===== src/verilog/wdw_defines.svh =====
// Constants for the watchdog and wake-up control block.
// Assumes inclusion by the top module only.
`ifndef WDW_DEFINES_SVH
`define WDW_DEFINES_SVH
// ==========================================================
// Register byte addresses (AXI4-Lite, one word each)
`define WDW_ADDR_WATCHDOG_CONTROL 4'h0
`define WDW_ADDR_SYSC 4'h4
`define WDW_ADDR_STAT 4'h8
`define WDW_ADDR_CMD 4'hC
// ==========================================================
// Reset values and key codes
`define WDW_WATCHDOG_CONTROL_RESET 8'h53
`define WDW_KEY_DIS 5'h15
`define WDW_KEY_EN 5'h0A
// ==========================================================
// Field positions
`define WDW_SYSC_SYSON 7
`define WDW_SYSC_WRF 0
`define WDW_CMD_CLR 0
`define WDW_CMD_SLEEP 1
`define WDW_CMD_IDLE 2
`define WDW_CMD_DEEP 3
// ==========================================================
// Timing
`define WDW_CLK_HZ 125000000
`define WDW_SUB_HZ 32000
`define WDW_SUB_DIV (`WDW_CLK_HZ / `WDW_SUB_HZ)
`define WDW_KEY_DELAY 2'h2
`define WDW_AXI_OKAY 2'h0
`define WDW_AXI_DECERR 2'h3
`endif


===== src/verilog/wdw_pkg.sv =====
// Types for the watchdog and wake-up control block.
// Assumes the defines header is compiled alongside.
package wdw_pkg;
    // ======================================================
    // Power mode states
    typedef enum logic [4:0] {
        WDW_RUN = 5'b00001,
        WDW_IDLE = 5'b00010,
        WDW_SLEEP = 5'b00100,
        WDW_HSTART = 5'b01000,
        WDW_LSTART = 5'b10000
    } wdw_mode_t;
    // ======================================================
    // Reset requests toward the core
    typedef struct packed {
        logic full;
        logic pc_sp;
    } wdw_rst_t;
endpackage : wdw_pkg


===== src/verilog/wdw_top.sv =====
// Watchdog, key check, power-down flags and wake-up sequencing.
// Assumes a single 125 MHz clock and an AXI4-Lite master.
`timescale 1ns/1ps
`default_nettype none
`include "wdw_defines.svh"
// Overview of operation
// Leave sleep or idle on reset, port fall, interrupt or overflow.
// Reset wake is full reset; overflow wake is a watchdog reset.
// Power-down flag cleared on power-up or clear; set on sleep.
// Enabled port pins wake on falling edge; resume after sleep.
// Disabled or stack-full interrupt wakes; stays pending, resume after.
// Enabled interrupt with stack room is serviced on wake.
// Interrupt already pending before sleep cannot wake the device.
// One start-up timer; low start counts after high start ends.
// From deep sleep, run only after high oscillator ready.
// Watchdog counts sub clock ticks near 32 kHz.
// Timeout select picks 2^8 to 2^18 sub clock cycles.
// Key 10101 disables, 01010 enables, else reset after 2-3 ticks.
// Key powers up as 01010, watchdog enabled.
// Invalid key sets key reset flag; only software 0 clears.
// Timeout resets in run; in sleep resets PC and SP only.
// Count cleared by key reset, clear instruction or sleep.
// Idle clock bit keeps system clock on in idle.
// Control bits 6 to 3 read as zero.
// Low clock runs only while watchdog enabled or key invalid.
// Power-on reset leaves program counter at zero.
// Sleep sets power-down flag and clears timeout flag.
// Free count of sub ticks overflows at chosen ratio, restarts.
module wdw_top #(
    parameter int PORT_W = 8,
    parameter int INT_W = 4,
    parameter int SUB_DIV = `WDW_SUB_DIV,
    parameter int HSTART_TICKS = 1024,
    parameter int LSTART_TICKS = 1024
) (
    input wire logic MCLK,
    input wire logic RSTN,
    input wire logic [3:0] AWADDR,
    input wire logic AWVALID,
    output logic AWREADY,
    input wire logic [31:0] WDATA,
    input wire logic [3:0] WSTRB,
    input wire logic WVALID,
    output logic WREADY,
    output logic [1:0] BRESP,
    output logic BVALID,
    input wire logic BREADY,
    input wire logic [3:0] ARADDR,
    input wire logic ARVALID,
    output logic ARREADY,
    output logic [31:0] RDATA,
    output logic [1:0] RRESP,
    output logic RVALID,
    input wire logic RREADY,
    input wire logic EXT_RESET,
    input wire logic [PORT_W-1:0] PORT_PINS,
    input wire logic [PORT_W-1:0] PORT_WAKE_EN,
    input wire logic [INT_W-1:0] INT_REQ,
    input wire logic [INT_W-1:0] INT_EN,
    input wire logic STACK_FULL,
    output logic CORE_RUN,
    output logic SERVICE_INT,
    output logic [INT_W-1:0] INT_PENDING,
    output wdw_pkg::wdw_rst_t CORE_RST,
    output logic PC_ZERO,
    output logic SYSCLK_ON,
    output logic LOW_OSC_ON,
    output logic HIGH_OSC_READY
);
    // ======================================================
    // Elaboration checks
    if (PORT_W < 1 || INT_W < 1 || SUB_DIV < 2 ||
        HSTART_TICKS < 1 || LSTART_TICKS < 1) begin : g_bad
        $error("wdw_top: bad parameter");
    end

    // ======================================================
    // Register state
    logic [7:0] watchdog_control;
    logic idle_sysclk_on;
    logic wdt_key_reset_flag;
    logic power_down_flag;
    logic timeout_flag;
    wdw_pkg::wdw_mode_t mode;
    logic deep;
    logic [18:0] wdt_cnt;
    logic [31:0] div_cnt;
    logic sub_tick;
    logic [1:0] key_cnt;
    logic [PORT_W-1:0] port_q;
    logic [INT_W-1:0] int_q;
    logic [INT_W-1:0] int_masked;
    logic [31:0] sst_cnt;
    logic pc_zero;

    // ======================================================
    // Bus decode
    logic aw_ok;
    logic w_go;
    logic ar_go;
    logic [31:0] wd;
    assign w_go = AWVALID && WVALID && !BVALID;
    assign AWREADY = w_go;
    assign WREADY = w_go;
    assign ar_go = ARVALID && !RVALID;
    assign ARREADY = ar_go;
    assign wd = WDATA;
    assign aw_ok = (AWADDR == `WDW_ADDR_WATCHDOG_CONTROL) || (AWADDR == `WDW_ADDR_SYSC) ||
                   (AWADDR == `WDW_ADDR_CMD);
    wire wr_watchdog_control = w_go && AWADDR == `WDW_ADDR_WATCHDOG_CONTROL && WSTRB[0];
    wire wr_sysc = w_go && AWADDR == `WDW_ADDR_SYSC && WSTRB[0];
    wire wr_cmd = w_go && AWADDR == `WDW_ADDR_CMD && WSTRB[0];
    wire cmd_clr = wr_cmd && wd[`WDW_CMD_CLR];
    wire cmd_halt = wr_cmd && (wd[`WDW_CMD_SLEEP] || wd[`WDW_CMD_IDLE]) &&
                    mode == wdw_pkg::WDW_RUN;

    // ======================================================
    // Watchdog key and timeout
    wire [4:0] key = watchdog_control[7:3];
    wire key_bad = key != `WDW_KEY_DIS && key != `WDW_KEY_EN;
    wire wdt_on = key == `WDW_KEY_EN;
    wire key_fire = key_bad && sub_tick && key_cnt == `WDW_KEY_DELAY;
    logic [18:0] limit;
    always_comb begin
        case (watchdog_control[2:0])
            3'h0: limit = 19'h00100;
            3'h1: limit = 19'h00400;
            3'h2: limit = 19'h01000;
            3'h3: limit = 19'h04000;
            3'h4: limit = 19'h08000;
            3'h5: limit = 19'h10000;
            3'h6: limit = 19'h20000;
            default: limit = 19'h40000;
        endcase
    end
    wire overflow = wdt_on && sub_tick && (wdt_cnt + 19'h1 == limit);
    wire asleep = mode != wdw_pkg::WDW_RUN;

    // ======================================================
    // Wake sources
    wire port_fall = |(port_q & ~PORT_PINS & PORT_WAKE_EN);
    wire int_wake = |(INT_REQ & ~int_masked);
    wire wake = EXT_RESET || port_fall || int_wake || overflow;
    wire in_hold = mode == wdw_pkg::WDW_IDLE || mode == wdw_pkg::WDW_SLEEP;

    // Sub clock divider; stops when the key disables the watchdog, to save power
    always_ff @(posedge MCLK or negedge RSTN) begin
        if (!RSTN) begin
            div_cnt <= 32'h0;
            sub_tick <= 1'b0;
        end else if (LOW_OSC_ON) begin
            sub_tick <= div_cnt == 32'(SUB_DIV - 1);
            div_cnt <= (div_cnt == 32'(SUB_DIV - 1)) ? 32'h0 : div_cnt + 32'h1;
        end else begin
            sub_tick <= 1'b0;
        end
    end

    // Key check delay; counts sub ticks only while the key is bad
    always_ff @(posedge MCLK or negedge RSTN) begin
        if (!RSTN) begin
            key_cnt <= 2'h0;
        end else if (!key_bad) begin
            key_cnt <= 2'h0;
        end else if (sub_tick) begin
            key_cnt <= key_cnt + 2'h1;
        end
    end

    // Watchdog count; held at zero while disabled
    wire wdt_clear = key_fire || cmd_clr || cmd_halt || overflow || !wdt_on;
    always_ff @(posedge MCLK or negedge RSTN) begin
        if (!RSTN) begin
            wdt_cnt <= 19'h0;
        end else if (wdt_clear) begin
            wdt_cnt <= 19'h0;
        end else if (sub_tick) begin
            wdt_cnt <= wdt_cnt + 19'h1;
        end
    end

    // ======================================================
    // Registers and flags
    always_ff @(posedge MCLK or negedge RSTN) begin
        if (!RSTN) begin
            watchdog_control <= `WDW_WATCHDOG_CONTROL_RESET;
        end else if (key_fire) begin
            // Invalid key reloads the power-on value
            watchdog_control <= `WDW_WATCHDOG_CONTROL_RESET;
        end else if (wr_watchdog_control) begin
            watchdog_control <= wd[7:0];
        end
    end

    always_ff @(posedge MCLK or negedge RSTN) begin
        if (!RSTN) begin
            idle_sysclk_on <= 1'b0;
        end else if (wr_sysc) begin
            idle_sysclk_on <= wd[`WDW_SYSC_SYSON];
        end
    end

    // Set beats a same-cycle software clear; writing 1 does nothing
    wire wrf_clr = wr_sysc && !wd[`WDW_SYSC_WRF];
    always_ff @(posedge MCLK or negedge RSTN) begin
        if (!RSTN) begin
            wdt_key_reset_flag <= 1'b0;
        end else if (key_fire) begin
            wdt_key_reset_flag <= 1'b1;
        end else if (wrf_clr) begin
            wdt_key_reset_flag <= 1'b0;
        end
    end

    always_ff @(posedge MCLK or negedge RSTN) begin
        if (!RSTN) begin
            power_down_flag <= 1'b0;
        end else if (cmd_halt) begin
            power_down_flag <= 1'b1;
        end else if (cmd_clr) begin
            power_down_flag <= 1'b0;
        end
    end

    always_ff @(posedge MCLK or negedge RSTN) begin
        if (!RSTN) begin
            timeout_flag <= 1'b0;
        end else if (overflow) begin
            timeout_flag <= 1'b1;
        end else if (cmd_halt) begin
            timeout_flag <= 1'b0;
        end
    end

    // ======================================================
    // Pin and request history for edge and mask detection
    always_ff @(posedge MCLK or negedge RSTN) begin
        if (!RSTN) begin
            port_q <= '0;
            int_q <= '0;
        end else begin
            port_q <= PORT_PINS;
            int_q <= INT_REQ & INT_EN;
        end
    end

    // Start address flag; drops after the first running cycle
    always_ff @(posedge MCLK or negedge RSTN) begin
        if (!RSTN) begin
            pc_zero <= 1'b1;
        end else if (CORE_RUN) begin
            pc_zero <= 1'b0;
        end
    end

    // ======================================================
    // Power mode sequencing
    wire hs_done = sst_cnt == 32'(HSTART_TICKS - 1);
    wire ls_done = sst_cnt == 32'(LSTART_TICKS - 1);
    always_ff @(posedge MCLK or negedge RSTN) begin
        if (!RSTN) begin
            mode <= wdw_pkg::WDW_RUN;
            deep <= 1'b0;
            sst_cnt <= 32'h0;
            int_masked <= '0;
        end else begin
            case (mode)
                wdw_pkg::WDW_RUN: begin
                    sst_cnt <= 32'h0;
                    if (cmd_halt) begin
                        int_masked <= INT_REQ;
                        deep <= wd[`WDW_CMD_DEEP];
                        mode <= wd[`WDW_CMD_IDLE] ?
                            wdw_pkg::WDW_IDLE : wdw_pkg::WDW_SLEEP;
                    end
                end
                wdw_pkg::WDW_IDLE, wdw_pkg::WDW_SLEEP: begin
                    if (wake)
                        mode <= deep ? wdw_pkg::WDW_HSTART
                                     : wdw_pkg::WDW_RUN;
                end
                wdw_pkg::WDW_HSTART: begin
                    // High start first, then the shared count restarts
                    sst_cnt <= hs_done ? 32'h0 : sst_cnt + 32'h1;
                    if (hs_done) mode <= wdw_pkg::WDW_LSTART;
                end
                wdw_pkg::WDW_LSTART: begin
                    sst_cnt <= ls_done ? 32'h0 : sst_cnt + 32'h1;
                    if (ls_done) begin
                        mode <= wdw_pkg::WDW_RUN;
                        deep <= 1'b0;
                    end
                end
                default: mode <= wdw_pkg::WDW_RUN;
            endcase
        end
    end

    // ======================================================
    // Core facing outputs
    assign HIGH_OSC_READY = mode != wdw_pkg::WDW_HSTART &&
                            !(mode == wdw_pkg::WDW_SLEEP && deep);
    assign CORE_RUN = mode == wdw_pkg::WDW_RUN && HIGH_OSC_READY;
    assign SYSCLK_ON = mode == wdw_pkg::WDW_RUN ||
        (mode == wdw_pkg::WDW_IDLE && idle_sysclk_on);
    assign LOW_OSC_ON = wdt_on || key_bad;
    // Pending mirrors the raw request, whatever its enable or stack room
    assign INT_PENDING = INT_REQ;
    assign SERVICE_INT = CORE_RUN && |int_q && !STACK_FULL;
    assign PC_ZERO = pc_zero;
    assign CORE_RST.full = (EXT_RESET) || key_fire ||
        (overflow && !asleep);
    assign CORE_RST.pc_sp = overflow && in_hold;

    // ======================================================
    // Read selection
    wire rd_watchdog_control = ARADDR == `WDW_ADDR_WATCHDOG_CONTROL;
    wire rd_sysc = ARADDR == `WDW_ADDR_SYSC;
    wire rd_stat = ARADDR == `WDW_ADDR_STAT;
    wire rd_cmd = ARADDR == `WDW_ADDR_CMD;
    wire rd_hit = rd_watchdog_control || rd_sysc || rd_stat || rd_cmd;
    // Unused control bits are tied low in the word itself
    wire [31:0] sysc_word = {24'h0, idle_sysclk_on, 4'h0, 2'h0,
                             wdt_key_reset_flag};
    wire [31:0] stat_word = {24'h0, 3'h0, mode};
    wire [31:0] cmd_word = {28'h0, 2'h0, timeout_flag, power_down_flag};
    wire [31:0] rd_word = rd_watchdog_control ? {24'h0, watchdog_control} :
                          rd_sysc ? sysc_word :
                          rd_stat ? stat_word :
                          rd_cmd ? cmd_word : 32'h0;

    // ======================================================
    // Bus answers
    always_ff @(posedge MCLK or negedge RSTN) begin
        if (!RSTN) begin
            BVALID <= 1'b0;
            BRESP <= `WDW_AXI_OKAY;
        end else if (w_go) begin
            BVALID <= 1'b1;
            BRESP <= aw_ok ? `WDW_AXI_OKAY : `WDW_AXI_DECERR;
        end else if (BREADY) begin
            BVALID <= 1'b0;
        end
    end

    // Read data is captured once and stands until the handshake
    always_ff @(posedge MCLK or negedge RSTN) begin
        if (!RSTN) begin
            RVALID <= 1'b0;
            RRESP <= `WDW_AXI_OKAY;
            RDATA <= 32'h0;
        end else if (ar_go) begin
            RVALID <= 1'b1;
            RRESP <= rd_hit ? `WDW_AXI_OKAY : `WDW_AXI_DECERR;
            RDATA <= rd_word;
        end else if (RREADY) begin
            RVALID <= 1'b0;
        end
    end
endmodule : wdw_top
`default_nettype wire


===== config.mk =====
export PLATFORM = sky130hd
export DESIGN_NAME = wdw_top
export DESIGN_NICKNAME = d
export VERILOG_FILES = /design/src/verilog/wdw_pkg.sv /design/src/verilog/wdw_top.sv
export VERILOG_INCLUDE_DIRS = /design/src /design/src/verilog
export SDC_FILE = /design/constraint.sdc
export NUM_CORES = 1
export LEC_CHECK = 0
export BUFFER_PORTS_ARGS = -buffer_cell sky130_fd_sc_hd__buf_2
export CAP_MARGIN = 30
export CORE_MARGIN = 8
export CORE_UTILIZATION = 56
export DETAILED_ROUTE_END_ITERATION = 10
export GPL_TIMING_DRIVEN = 0
export PLACE_DENSITY = 0.8
export SLEW_MARGIN = 20
export SYNTH_ARGS = -nofsm -noshare
export SYNTH_HDL_FRONTEND = slang
export SYNTH_SLANG_ARGS = --single-unit

===== constraint.sdc =====
create_clock -name MCLK -period 3.5 [get_ports MCLK]
set_input_delay 0.35 -clock MCLK [delete_from_list [all_inputs] [get_ports MCLK]]
set_output_delay 0.35 -clock MCLK [all_outputs]
set_load 0.05 [all_outputs]

* Word level (Yosys, flattened, before mapping) *
Cells that the tools add are included.
W data, S select, Z words.

word-level totals
  bits in registers = 159
  logic and storage cells = 169
  output and inout bits = 53
  input port bits = 77

cells by class
  bitwise gates (word level) = 6
  multiplexer cells = 37
  equal/unequal tests = 30
  add/subtract/negate cells = 4
  reductions and logical operators = 71

operators by type and width
  cell                     number
  $pmux W19 S7             1
  $add A32 B1 Y32 const B  2
  $mux W32                 2
  $pmux W32 S2             1
  $mux W19                 2
  $eq A32 B10 Y1 const B   1
  $eq A32 B12 Y1 const B   1
  $mux W8                  4
  $logic_and A1 B1 Y1      26
  $mux W5                  5
  $pmux W5 S4              1
  $add A19 B1 Y19 const B  1
  $eq A19 B19 Y1           1
  $logic_or A1 B1 Y1       18
  $reduce_bool A2 Y1       9
  $and A8 B8 Y8            2
  $mux W1                  13
  $eq A4 B4 Y1 const B     3
  $eq A5 B4 Y1 const B     2
  $mux W2                  5
  $ne A2 B2 Y1 const B     5
  $ne A5 B4 Y1 const B     2
  $eq A3 B3 Y1 const B     3
  $and A4 B4 Y4            2
  other kinds (25)         36

* Longest topological paths before layout *
Gate-level depths: netlist of run 1.

  word-level depth = 10
  mapped depth = 10
  mapped depth without buffers = 9

* Worst setup path before layout of run 1 *
Ideal clock, no wire load.

  path kind = register to output
  start point = register mode[0]
  end point = output port SYSCLK_ON
  required time = 3150 ps
  cell stages (with the launch flop) = 4
  data arrival time = 3285 ps
  setup slack = -135 ps
  path buffers = 1
  cells stage by stage = dfstp_2 clkbuf_1 nand2b_1 a2111oi_0

on the way
  cells in the longest elaborated chain, start to end = 3
  elaborated cells between the ends (all ways) = 4
  classes of those cells = eq/ne (2); reduce/logical (2)

ends and longest elaborated chain
  item                    RTL line        text
  from (decl)             wdw_top.sv:84   wdw_pkg::wdw_mode_t mode;
  from (signal assigned)  wdw_top.sv:262  mode <= wdw_pkg::WDW_RUN;
  from (signal assigned)  wdw_top.sv:273  mode <= wd[`WDW_CMD_IDLE] ?
  from (signal assigned)  wdw_top.sv:279  mode <= deep ? wdw_pkg::WDW_HSTART
  $eq A5 B2 Y1            wdw_top.sv:305  (mode == wdw_pkg::WDW_IDLE && idle_sysclk_on);
  $logic_and A1 B1 Y1     wdw_top.sv:305
  $logic_or A1 B1 Y1 *    wdw_top.sv:304  assign SYSCLK_ON = mode == wdw_pkg::WDW_RUN ||
  to (decl)               wdw_top.sv:66   output logic SYSCLK_ON,

Every way passes the cells marked *; elsewhere a longest branch is shown, timed or not.

==> flow_summary_export.csv, run 1 <==
group,metric,value,unit
power,pwr_density_cell,469,nW/um^2
yosys,avgSynthCellArea,9.10,sq um
placed_design,pre_cts_slack,372,ps
die,io_pins,130,
flow_run,max_cap_violations,0,
sta,timing.slew.headroom,35.6,%
worst_hold_path,hp-class,"in -> reg",
final_layout,final_cell_mix,"126 x dfrtp_1, 91 x nand2_1, 81 x buf_2",
worst_setup_path,start_kind,"flop",
die,die_area,16800,sq um
power,total_leakage_power,3.84,nW
cts,cts_tree,"done",
worst_setup_path,rr_worst_depth,9,
cts,path_clk_slew,60,ps
grt,grt-ovfl-total,0,
routing,vias,6387,
placed_design,dp_hpwl,12800,um
routing,drc,0,
yosys,yosysWarnings,0,
yosys,ys_seq_elements,133,
grt,track_usage,21.5,%
grt,grt_pass1_vias,6018,
power,vdd_drop_max,0.328,mV
die,core,12600,sq um
sta,setup_slack,84.5,ps
sta,fin_crit,3420,ps
power,netSwitchingPower,1.17,mW
worst_setup_path,cp_max_fo,8,
sta,worst_slew_pin_slew,958,ps
sta,period_share,97.6,%
grt,antenna_found_initial,0,
power,p_comb_share,16.8,%
routing,firstDrtPassIters,5,
yosys,syn_inst,797,
routing,via_per_inst,5.78,
worst_setup_path,worstSetupEndpointType,"output port",
placed_design,placed_area,7980,sq um
power,pwr-share-seq,41.1,%
sta,fmax,0.293,GHz
power,p_sw_share,29.0,%
power,internal-power,2.87,mW
die,die-width,130,um
sta,setup_viol,0,
final_layout,final_common_cell,"dfrtp_1",
final_layout,drive_gt1_share,19.8,%
worst_hold_path,holdPathStages,1,
die,rows,41,
final_layout,n_antenna_cell,0,
routing,ant_nets,0,
cts,cts_sinks,133,
routing,routed_wl,17800,um
grt,grt_pass1_wl,28800,um
worst_setup_path,required,3150,ps
final_layout,fin_area,8630,sq um
yosys,synth.cell_area,7250,sq um
placed_design,portBuffers,77,
cts,cts_max_level,4,
die,die_y,130,um
worst_setup_path,crit_arrival,3070,ps
cts,cts_root_buffer,"clkbuf_16",
yosys,yosysSeqAreaShare,46.0,%
die,initial_core_util,57.5,%
worst_setup_path,worstSetupPathType,"reg -> out",
sta,drv_slew,0,
final_layout,area_growth,19.0,%
cts,cts_buffers,17,
outcome,status,"completed",
power,power_frac_clock,42.1,%
sta,finalHoldViolations,0,
sta,hold_slack,56.3,ps
routing,first_iter_violations,755,
sta,rsz0062_at_grt,"false",
cts,clkLatencyLatePin,420,ps
yosys,synth_async_sr_flop_share,100,%
yosys,ys_types,65,
cts,clockBufferDepth,2,
final_layout,fin_nets,1003,
yosys,synth-main-ff-cell,"dfrtp_1",
sta,fin_skew,10.0,ps
grt,grt_max_degree,86,
routing,wl_per_cell,16.1,um
placed_design,place_congestion,0.895,
yosys,synth_edf_count,0,
==> worst max-delay path, cell delays in order, from the launching register on <==
cell,delay [ps]
dfrtp_2,450
ha_1,270
and3_4,220
and3_4,170
buf_6,130
xnor2_2,140
or4b_1,510
nand2_1,130
nand4_4,190
o21ai_2,210
buf_4,230
==> synth_stat cells (all sizes together), types with 2 or more instances <==
cell type | number | area (sq um)
or3 | 4 | 35.0
ha | 6 | 75.1
dfrtp | 127 | 3180
nand4 | 29 | 194
nand2 | 91 | 342
nor4b | 3 | 26.3
o41ai | 3 | 26.3
or4b | 2 | 20.0
a31oi | 10 | 62.6
nor2b | 4 | 25.0
mux2i | 4 | 40.0
nor2 | 65 | 244
or4 | 4 | 30.0
nand2b | 7 | 43.8
inv | 19 | 71.3
nand3b | 4 | 30.0
nor4 | 24 | 156
o31a | 2 | 17.5
clkbuf | 25 | 95.1
buf | 44 | 317
nand3 | 58 | 295
a21oi | 21 | 105
nor3 | 29 | 145
o31ai | 14 | 105
nor3b | 8 | 60.1
mux2 | 3 | 33.8
o211ai | 2 | 15.0
and3 | 14 | 97.6
a21o | 2 | 15.0
o21ai | 55 | 275
and4 | 4 | 35.0
dfstp | 6 | 158
a22oi | 4 | 30.0
and2 | 14 | 87.6
a2111oi | 2 | 23.8
a22o | 3 | 26.3
xor2 | 25 | 219
xnor2 | 40 | 358
o22ai | 4 | 25.0
==> worst paths after layout <==
kind / startpoint / endpoint / slack, ps
worst max-delay path: wdt_cnt[0] / CORE_RST[1] / 80
worst min-delay path: PORT_PINS[7] / port_q[7] / 60
worst max register to register: mode[0] / wdt_cnt[13] / 570
worst min register to register: RDATA[7] / RDATA[7] / 470
max in group asynchronous: RSTN / PC_ZERO / 2320
min in group asynchronous: RSTN / wdt_cnt[14] / 430
==> state kept, by name (all words and copies together) (netlist names), 4 cells and up <==
signal and count:
div_cnt 32, sst_cnt 32, wdt_cnt 19, RDATA 8
port_q 8, watchdog_control 8, mode 5, int_masked 4
int_q 4
==> area by class of cell <==
cell class / instances / area (sq um)
fillers: 1017 / 3990
multi-input cells: 599 / 3570
flip-flops and latches: 133 / 3340
repair buffers: 82 / 460
clock buffers: 23 / 458
plain buffers: 68 / 408
well taps: 172 / 215
clock inverters: 9 / 106
inverters: 19 / 71.3
==> power by group through the flow <==
stage	combinational [mW]	sequential, mW	clock [mW]
2_1_floorplan	0.413	1.74	0
3_3_place_gp	0.658	1.68	0
3_5_place_dp	0.672	1.68	0
4_1_cts	0.679	1.66	1.73
5_1_grt	0.734	1.67	1.79
6_report	0.678	1.66	1.70
==> logic make-up (layout without fill, tap and decap cells) <==
logic type	Yosys count	in the layout	share of synthesized area, %
muxes	8	8	1.33
adders and majority gates	6	6	1.04
DFF	133	133	46.0
buffers and inverters	88	201	6.66
other	1	24	0.0517
xor gates and xnor gates	65	65	7.95
and+or+nand+nor	368	368	26.2
AOI/OAI and AO/OA	128	128	10.8
==> routing by layer <==
| layer | GRT usage [%] | part of all wire [%] | vias to the layer above |
|---|---|---|---|
| met5 | 0 | 0 | - |
| met4 | 7.86 | 1.7 | 0 |
| li1 | - | - | 3023 |
| met3 | 5.10 | 8.4 | 24 |
| met1 | 27.7 | 43 | 3065 |
| met2 | 34.5 | 47 | 275 |
==> repair_timing <==
item	4_1_cts	5_1_grt
cloned	0	0
endpoints found under the setup margin	2	2
gates resized for setup	5	8
endpoints found under the hold margin	48	0
setup buffers	0	3
pin swaps	0	4
hold buffers	1	0
==> through the flow <==
| step | util (%) | TNS (ps) | power, mW | instances |
|---|---|---|---|---|
| 2_1_floorplan | - | 0 | 2.15 | 820 |
| 3_3_place_gp | 62.9 | 0 | 2.34 | 1069 |
| 3_5_place_dp | 63.2 | 0 | 2.35 | 1070 |
| 4_1_cts | 67.9 | -32.5 | 4.06 | 1103 |
| 5_1_grt | 68.4 | 0 | 4.20 | 1105 |
| 6_report | 68.4 | 0 | 4.05 | 1105 |
Note: power is estimated with default switching activity, not from simulation.
==> inputs of run 2 (changes only) <==
--- a/config.mk
+++ b/config.mk
@@ -9,10 +9,9 @@
 export BUFFER_PORTS_ARGS = -buffer_cell sky130_fd_sc_hd__buf_2
 export CAP_MARGIN = 30
 export CORE_MARGIN = 8
-export CORE_UTILIZATION = 56
+export CORE_UTILIZATION = 36
 export DETAILED_ROUTE_END_ITERATION = 10
 export GPL_TIMING_DRIVEN = 0
-export PLACE_DENSITY = 0.8
 export SLEW_MARGIN = 20
 export SYNTH_ARGS = -nofsm -noshare
 export SYNTH_HDL_FRONTEND = slang
==> flow_summary_export.csv, run 2 (synthesis results as in run 1) <==
group,metric,value,unit
outcome,status,"completed",
worst_setup_path,start_kind,"flop",
cts,cts_tree,"done",
die,die-width,158,um
routing,vias,6134,
worst_setup_path,worstSetupEndpointType,"output port",
worst_setup_path,worstSetupPathType,"reg -> out",
placed_design,portBuffers,77,
routing,routed_wl,18100,um
worst_hold_path,hp-class,"in -> reg",
placed_design,dp_hpwl,13300,um
sta,setup_slack,118,ps
sta,fin_crit,3380,ps
sta,period_share,96.6,%
routing,drc,0,
final_layout,final_cell_mix,"127 x dfrtp_1, 91 x nand2_1, 81 x buf_2",
die,die_area,24900,sq um
cts,cts_buffers,17,
grt,track_usage,14.7,%
placed_design,pre_cts_slack,181,ps
routing,wirelength_met1,9060,um
routing,via_per_inst,5.11,
sta,fin_skew,12.3,ps
sta,timing.slew.headroom,36.4,%
sta,tns,0,ps
sta,setup_viol,0,
routing,first_iter_violations,399,
final_layout,drive_gt1_share,19.7,%
die,die_y,158,um
cts,cts_max_level,4,
cts,cts_sinks,133,
power,power,4.11,mW
grt,antenna_found_initial,0,
cts,path_clk_slew,60,ps
die,rows,52,
worst_setup_path,required,3150,ps
power,total_leakage_power,3.82,nW
die,core,20000,sq um
final_layout,final_common_cell,"dfrtp_1",
routing,firstDrtPassIters,5,
routing,highest_layer,"met4",
routing,wl_met2,7780,um
routing,wl_met3,1140,um
grt,grt_pass1_wl,29300,um
cts,clkLatencyLatePin,420,ps
power,vdd_drop_max,0.312,mV
final_layout,fin_area,8740,sq um
cts,cts_root_buffer,"clkbuf_16",
die,io_pins,130,
final_layout,top_regs,"div_cnt (32), sst_cnt (32), wdt_cnt (19)",
grt,grt-ovfl-total,0,
sta,worst_slew_pin_slew,947,ps
worst_setup_path,crit_arrival,3030,ps
placed_design,place_congestion,0.817,
worst_setup_path,cp_max_fo,6,
routing,wl_per_cell,15.1,um
cts,clockBufferDepth,2,
grt,grt_pass1_vias,5759,
flow_run,max_cap_violations,0,
placed_design,place_inst,1168,
die,initial_core_util,36.3,%
power,pwr_density_cell,471,nW/um^2
final_layout,area_growth,20.5,%
final_layout,fin_nets,1002,
sta,drv_slew,0,
sta,finalHoldViolations,0,
grt,grt_max_degree,98,
final_layout,final_cell_count_no_fill,1200,
final_layout,n_antenna_cell,0,
placed_design,placed_area,8100,sq um
sta,fmax,0.296,GHz
routing,ant_nets,0,
==> run 2: power by group <==
| group | switching, mW | internal [mW] |
|---|---|---|
| sequential | 0.0431 | 1.61 |
| clock | 0.686 | 1.08 |
| combinational | 0.497 | 0.195 |
==> run 2: worst max-delay path: stages (launching register included) <==
cell and delay (ps):
dfrtp_1 440, ha_1 280, and3_4 220, and3_4 180, buf_6 130, xnor2_2 130, or4b_1 500, nand2_1 100
nand4_2 190, o21ai_2 220, buf_4 230
==> run 2: through the flow <==
stage | util (%) | hold WS, ps
final | 43.7 | 52.4
after global routing | 43.7 | 31.0
after CTS | 43.6 | 35.4
after detailed placement | 40.6 | 249
after global placement | 40.4 | 452
after floorplan | - | 54.4
==> run 2: repair_timing <==
action	4_1_cts	5_1_grt
hold endpoints to repair	32	0
pin swaps	0	1
endpoints found under the setup margin	2	2
hold buffers	1	0
resized for setup	6	2
buffers inserted	0	1
==> run 2: final timing paths <==
| kind | start | end | slack [ps] | depth (start not counted) |
|---|---|---|---|---|
| min in group asynchronous | RSTN | sst_cnt[10] | 400 | 2 |
| max in group asynchronous | RSTN | div_cnt[10] | 2320 | 3 |
| setup / recovery | wdt_cnt[0] | CORE_RST[1] | 120 | 10 |
| setup reg to reg | mode[0] | wdt_cnt[14] | 470 | 9 |
| hold / removal | PORT_PINS[1] | port_q[1] | 50 | 1 |
| hold reg to reg | RDATA[5] | RDATA[5] | 460 | 2 |
==> run 2: layer usage <==
| metal | track usage (%) | vias to the layer above |
|---|---|---|
| li1 | - | 3029 |
| met1 | 20.7 | 2925 |
| met2 | 21.9 | 167 |
| met3 | 3.74 | 13 |
| met4 | 3.73 | 0 |
| met5 | 0 | - |
==> run 2: layout make-up <==
type                       instances  area (sq um)
inverter                          19          71.3
clock buffer                      19           453
sequential                       133          3340
timing repair buffer              80           445
fill                            1984         11200
buffer                            69           412
multi-input combinational        599          3550
clock inverter                    11           130
tap                              270           338
==> inputs of run 3 (changes only) <==
--- a/config.mk
+++ b/config.mk
@@ -12,6 +12,7 @@
 export CORE_UTILIZATION = 36
 export DETAILED_ROUTE_END_ITERATION = 10
 export GPL_TIMING_DRIVEN = 0
+export REMOVE_ABC_BUFFERS = 1
 export SLEW_MARGIN = 20
 export SYNTH_ARGS = -nofsm -noshare
 export SYNTH_HDL_FRONTEND = slang
==> flow_summary_export.csv, run 3 (synthesis results as in run 1) <==
group,metric,value,unit
outcome,status,"completed",
sta,hold_slack,47.4,ps
cts,cts_root_buffer,"clkbuf_16",
sta,setup_slack,143,ps
die,die_area,24900,sq um
worst_hold_path,worstHoldStart,"PORT_PINS[4]",
sta,timing.slew.headroom,43.2,%
placed_design,portBuffers,78,
placed_design,place_inst,1105,
routing,via_per_inst,5.10,
flow_run,max_cap_violations,0,
cts,cts_buffers,17,
worst_setup_path,rr_worst_depth,8,
final_layout,drive_gt1_share,17.4,%
die,initial_core_util,36.3,%
worst_setup_path,worstSetupPathType,"reg -> out",
placed_design,dp_hpwl,12200,um
routing,drc,0,
final_layout,final_cell_count_no_fill,1144,
worst_setup_path,start_kind,"flop",
worst_setup_path,worstSetupEndpointType,"output port",
worst_hold_path,hp-class,"in -> reg",
grt,antenna_found_initial,0,
sta,finalHoldViolations,0,
cts,cts_max_level,4,
worst_setup_path,cp_max_fo,6,
routing,first_iter_violations,402,
placed_design,placed_area,7760,sq um
sta,fin_crit,3360,ps
cts,clkLatencyLatePin,420,ps
final_layout,n_antenna_cell,0,
grt,grt-ovfl-total,0,
grt,grt_pass1_vias,5457,
die,rows,52,
grt,grt_pass1_wl,27700,um
placed_design,place_congestion,0.829,
final_layout,top_regs,"div_cnt (32), sst_cnt (32), wdt_cnt (19)",
cts,cts_sinks,133,
sta,fin_skew,7.54,ps
worst_setup_path,crit_arrival,3010,ps
power,total_leakage_power,3.64,nW
worst_setup_path,rr_startpoint,"wdt_cnt[0]",
worst_setup_path,required,3150,ps
final_layout,fin_area,8430,sq um
cts,clockBufferDepth,2,
sta,period_share,95.9,%
routing,vias,5840,
routing,firstDrtPassIters,6,
grt,track_usage,13.9,%
final_layout,final_cell_mix,"126 x dfrtp_1, 91 x nand2_1, 78 x buf_2",
power,pwr_density_cell,487,nW/um^2
routing,routed_wl,17100,um
sta,drv_slew,0,
final_layout,final_common_cell,"dfrtp_1",
die,io_pins,130,
sta,fmax,0.298,GHz
final_layout,fin_nets,944,
power,vdd_drop_max,0.354,mV
die,die-width,158,um
placed_design,pre_cts_slack,246,ps
cts,path_clk_slew,60,ps
cts,cts_tree,"done",
worst_setup_path,worstSetupStartpoint,"wdt_cnt[0]",
die,die_y,158,um
sta,worst_slew_pin_slew,853,ps
routing,ant_nets,0,
worst_hold_path,holdPathStages,1,
final_layout,area_growth,16.3,%
sta,setup_viol,0,
grt,grt_max_degree,76,
routing,wl_per_cell,15.0,um
die,core,20000,sq um
## run 3: layer usage
metal	vias to the layer above	track usage, %	routed length (um)
li1	2922	-	-
met5	-	0	0
met2	121	21.0	7690
met3	18	2.98	783
met4	0	4.89	222
met1	2779	19.2	8440
## run 3: metrics by stage
stage | util (%) | power [mW] | TNS, ps
after global placement | 38.3 | 2.30 | 0
after floorplan | - | 2.09 | 0
after global routing | 42.2 | 4.27 | -4.17
after CTS | 42.0 | 4.15 | 0
after detailed placement | 38.9 | 2.33 | 0
final | 42.2 | 4.10 | 0
## run 3: final timing paths
| path | end | slack (ps) |
|---|---|---|
| max in group asynchronous | watchdog_control[1] | 2310 |
| worst max register to register | mode[1] | 800 |
| worst min-delay path | port_q[4] | 50 |
| min in group asynchronous | sst_cnt[0] | 440 |
| worst min register to register | RDATA[7] | 470 |
| worst max-delay path | CORE_RST[1] | 140 |
## run 3: where the power goes
group	switching [mW]	internal, mW	total, mW	leakage (nW)
logic	0.451	0.171	0.622	1.60
registers	0.0678	1.61	1.68	1.75
clock network	0.693	1.11	1.80	0.286
total	1.21	2.89	4.10	3.64
## run 3: critical path: stages, from the launching register on
cell     delay [ps]
dfrtp_1         440
ha_1            270
and3_4          250
and3_4          240
xnor2_2         120
or4b_1          500
nand2_1         130
nand4_2         170
o21ai_1         180
buf_2           290
## run 3: layout make-up
class	instances	area, sq um
Fill cell	1990	11500
Multi-Input combinational cell	599	3550
Sequential cell	133	3340
Timing Repair Buffer	91	538
Clock buffer	21	470
Tap cell	270	338
Clock inverter	11	124
Inverter	19	71.3
## run 3: what timing repair did
action,in CTS,in global routing
buffers inserted,1,4
hold endpoints to repair,58,0
gates resized for setup,2,2
hold buffers,1,0
pin swaps,1,2
setup endpoints to repair,2,2
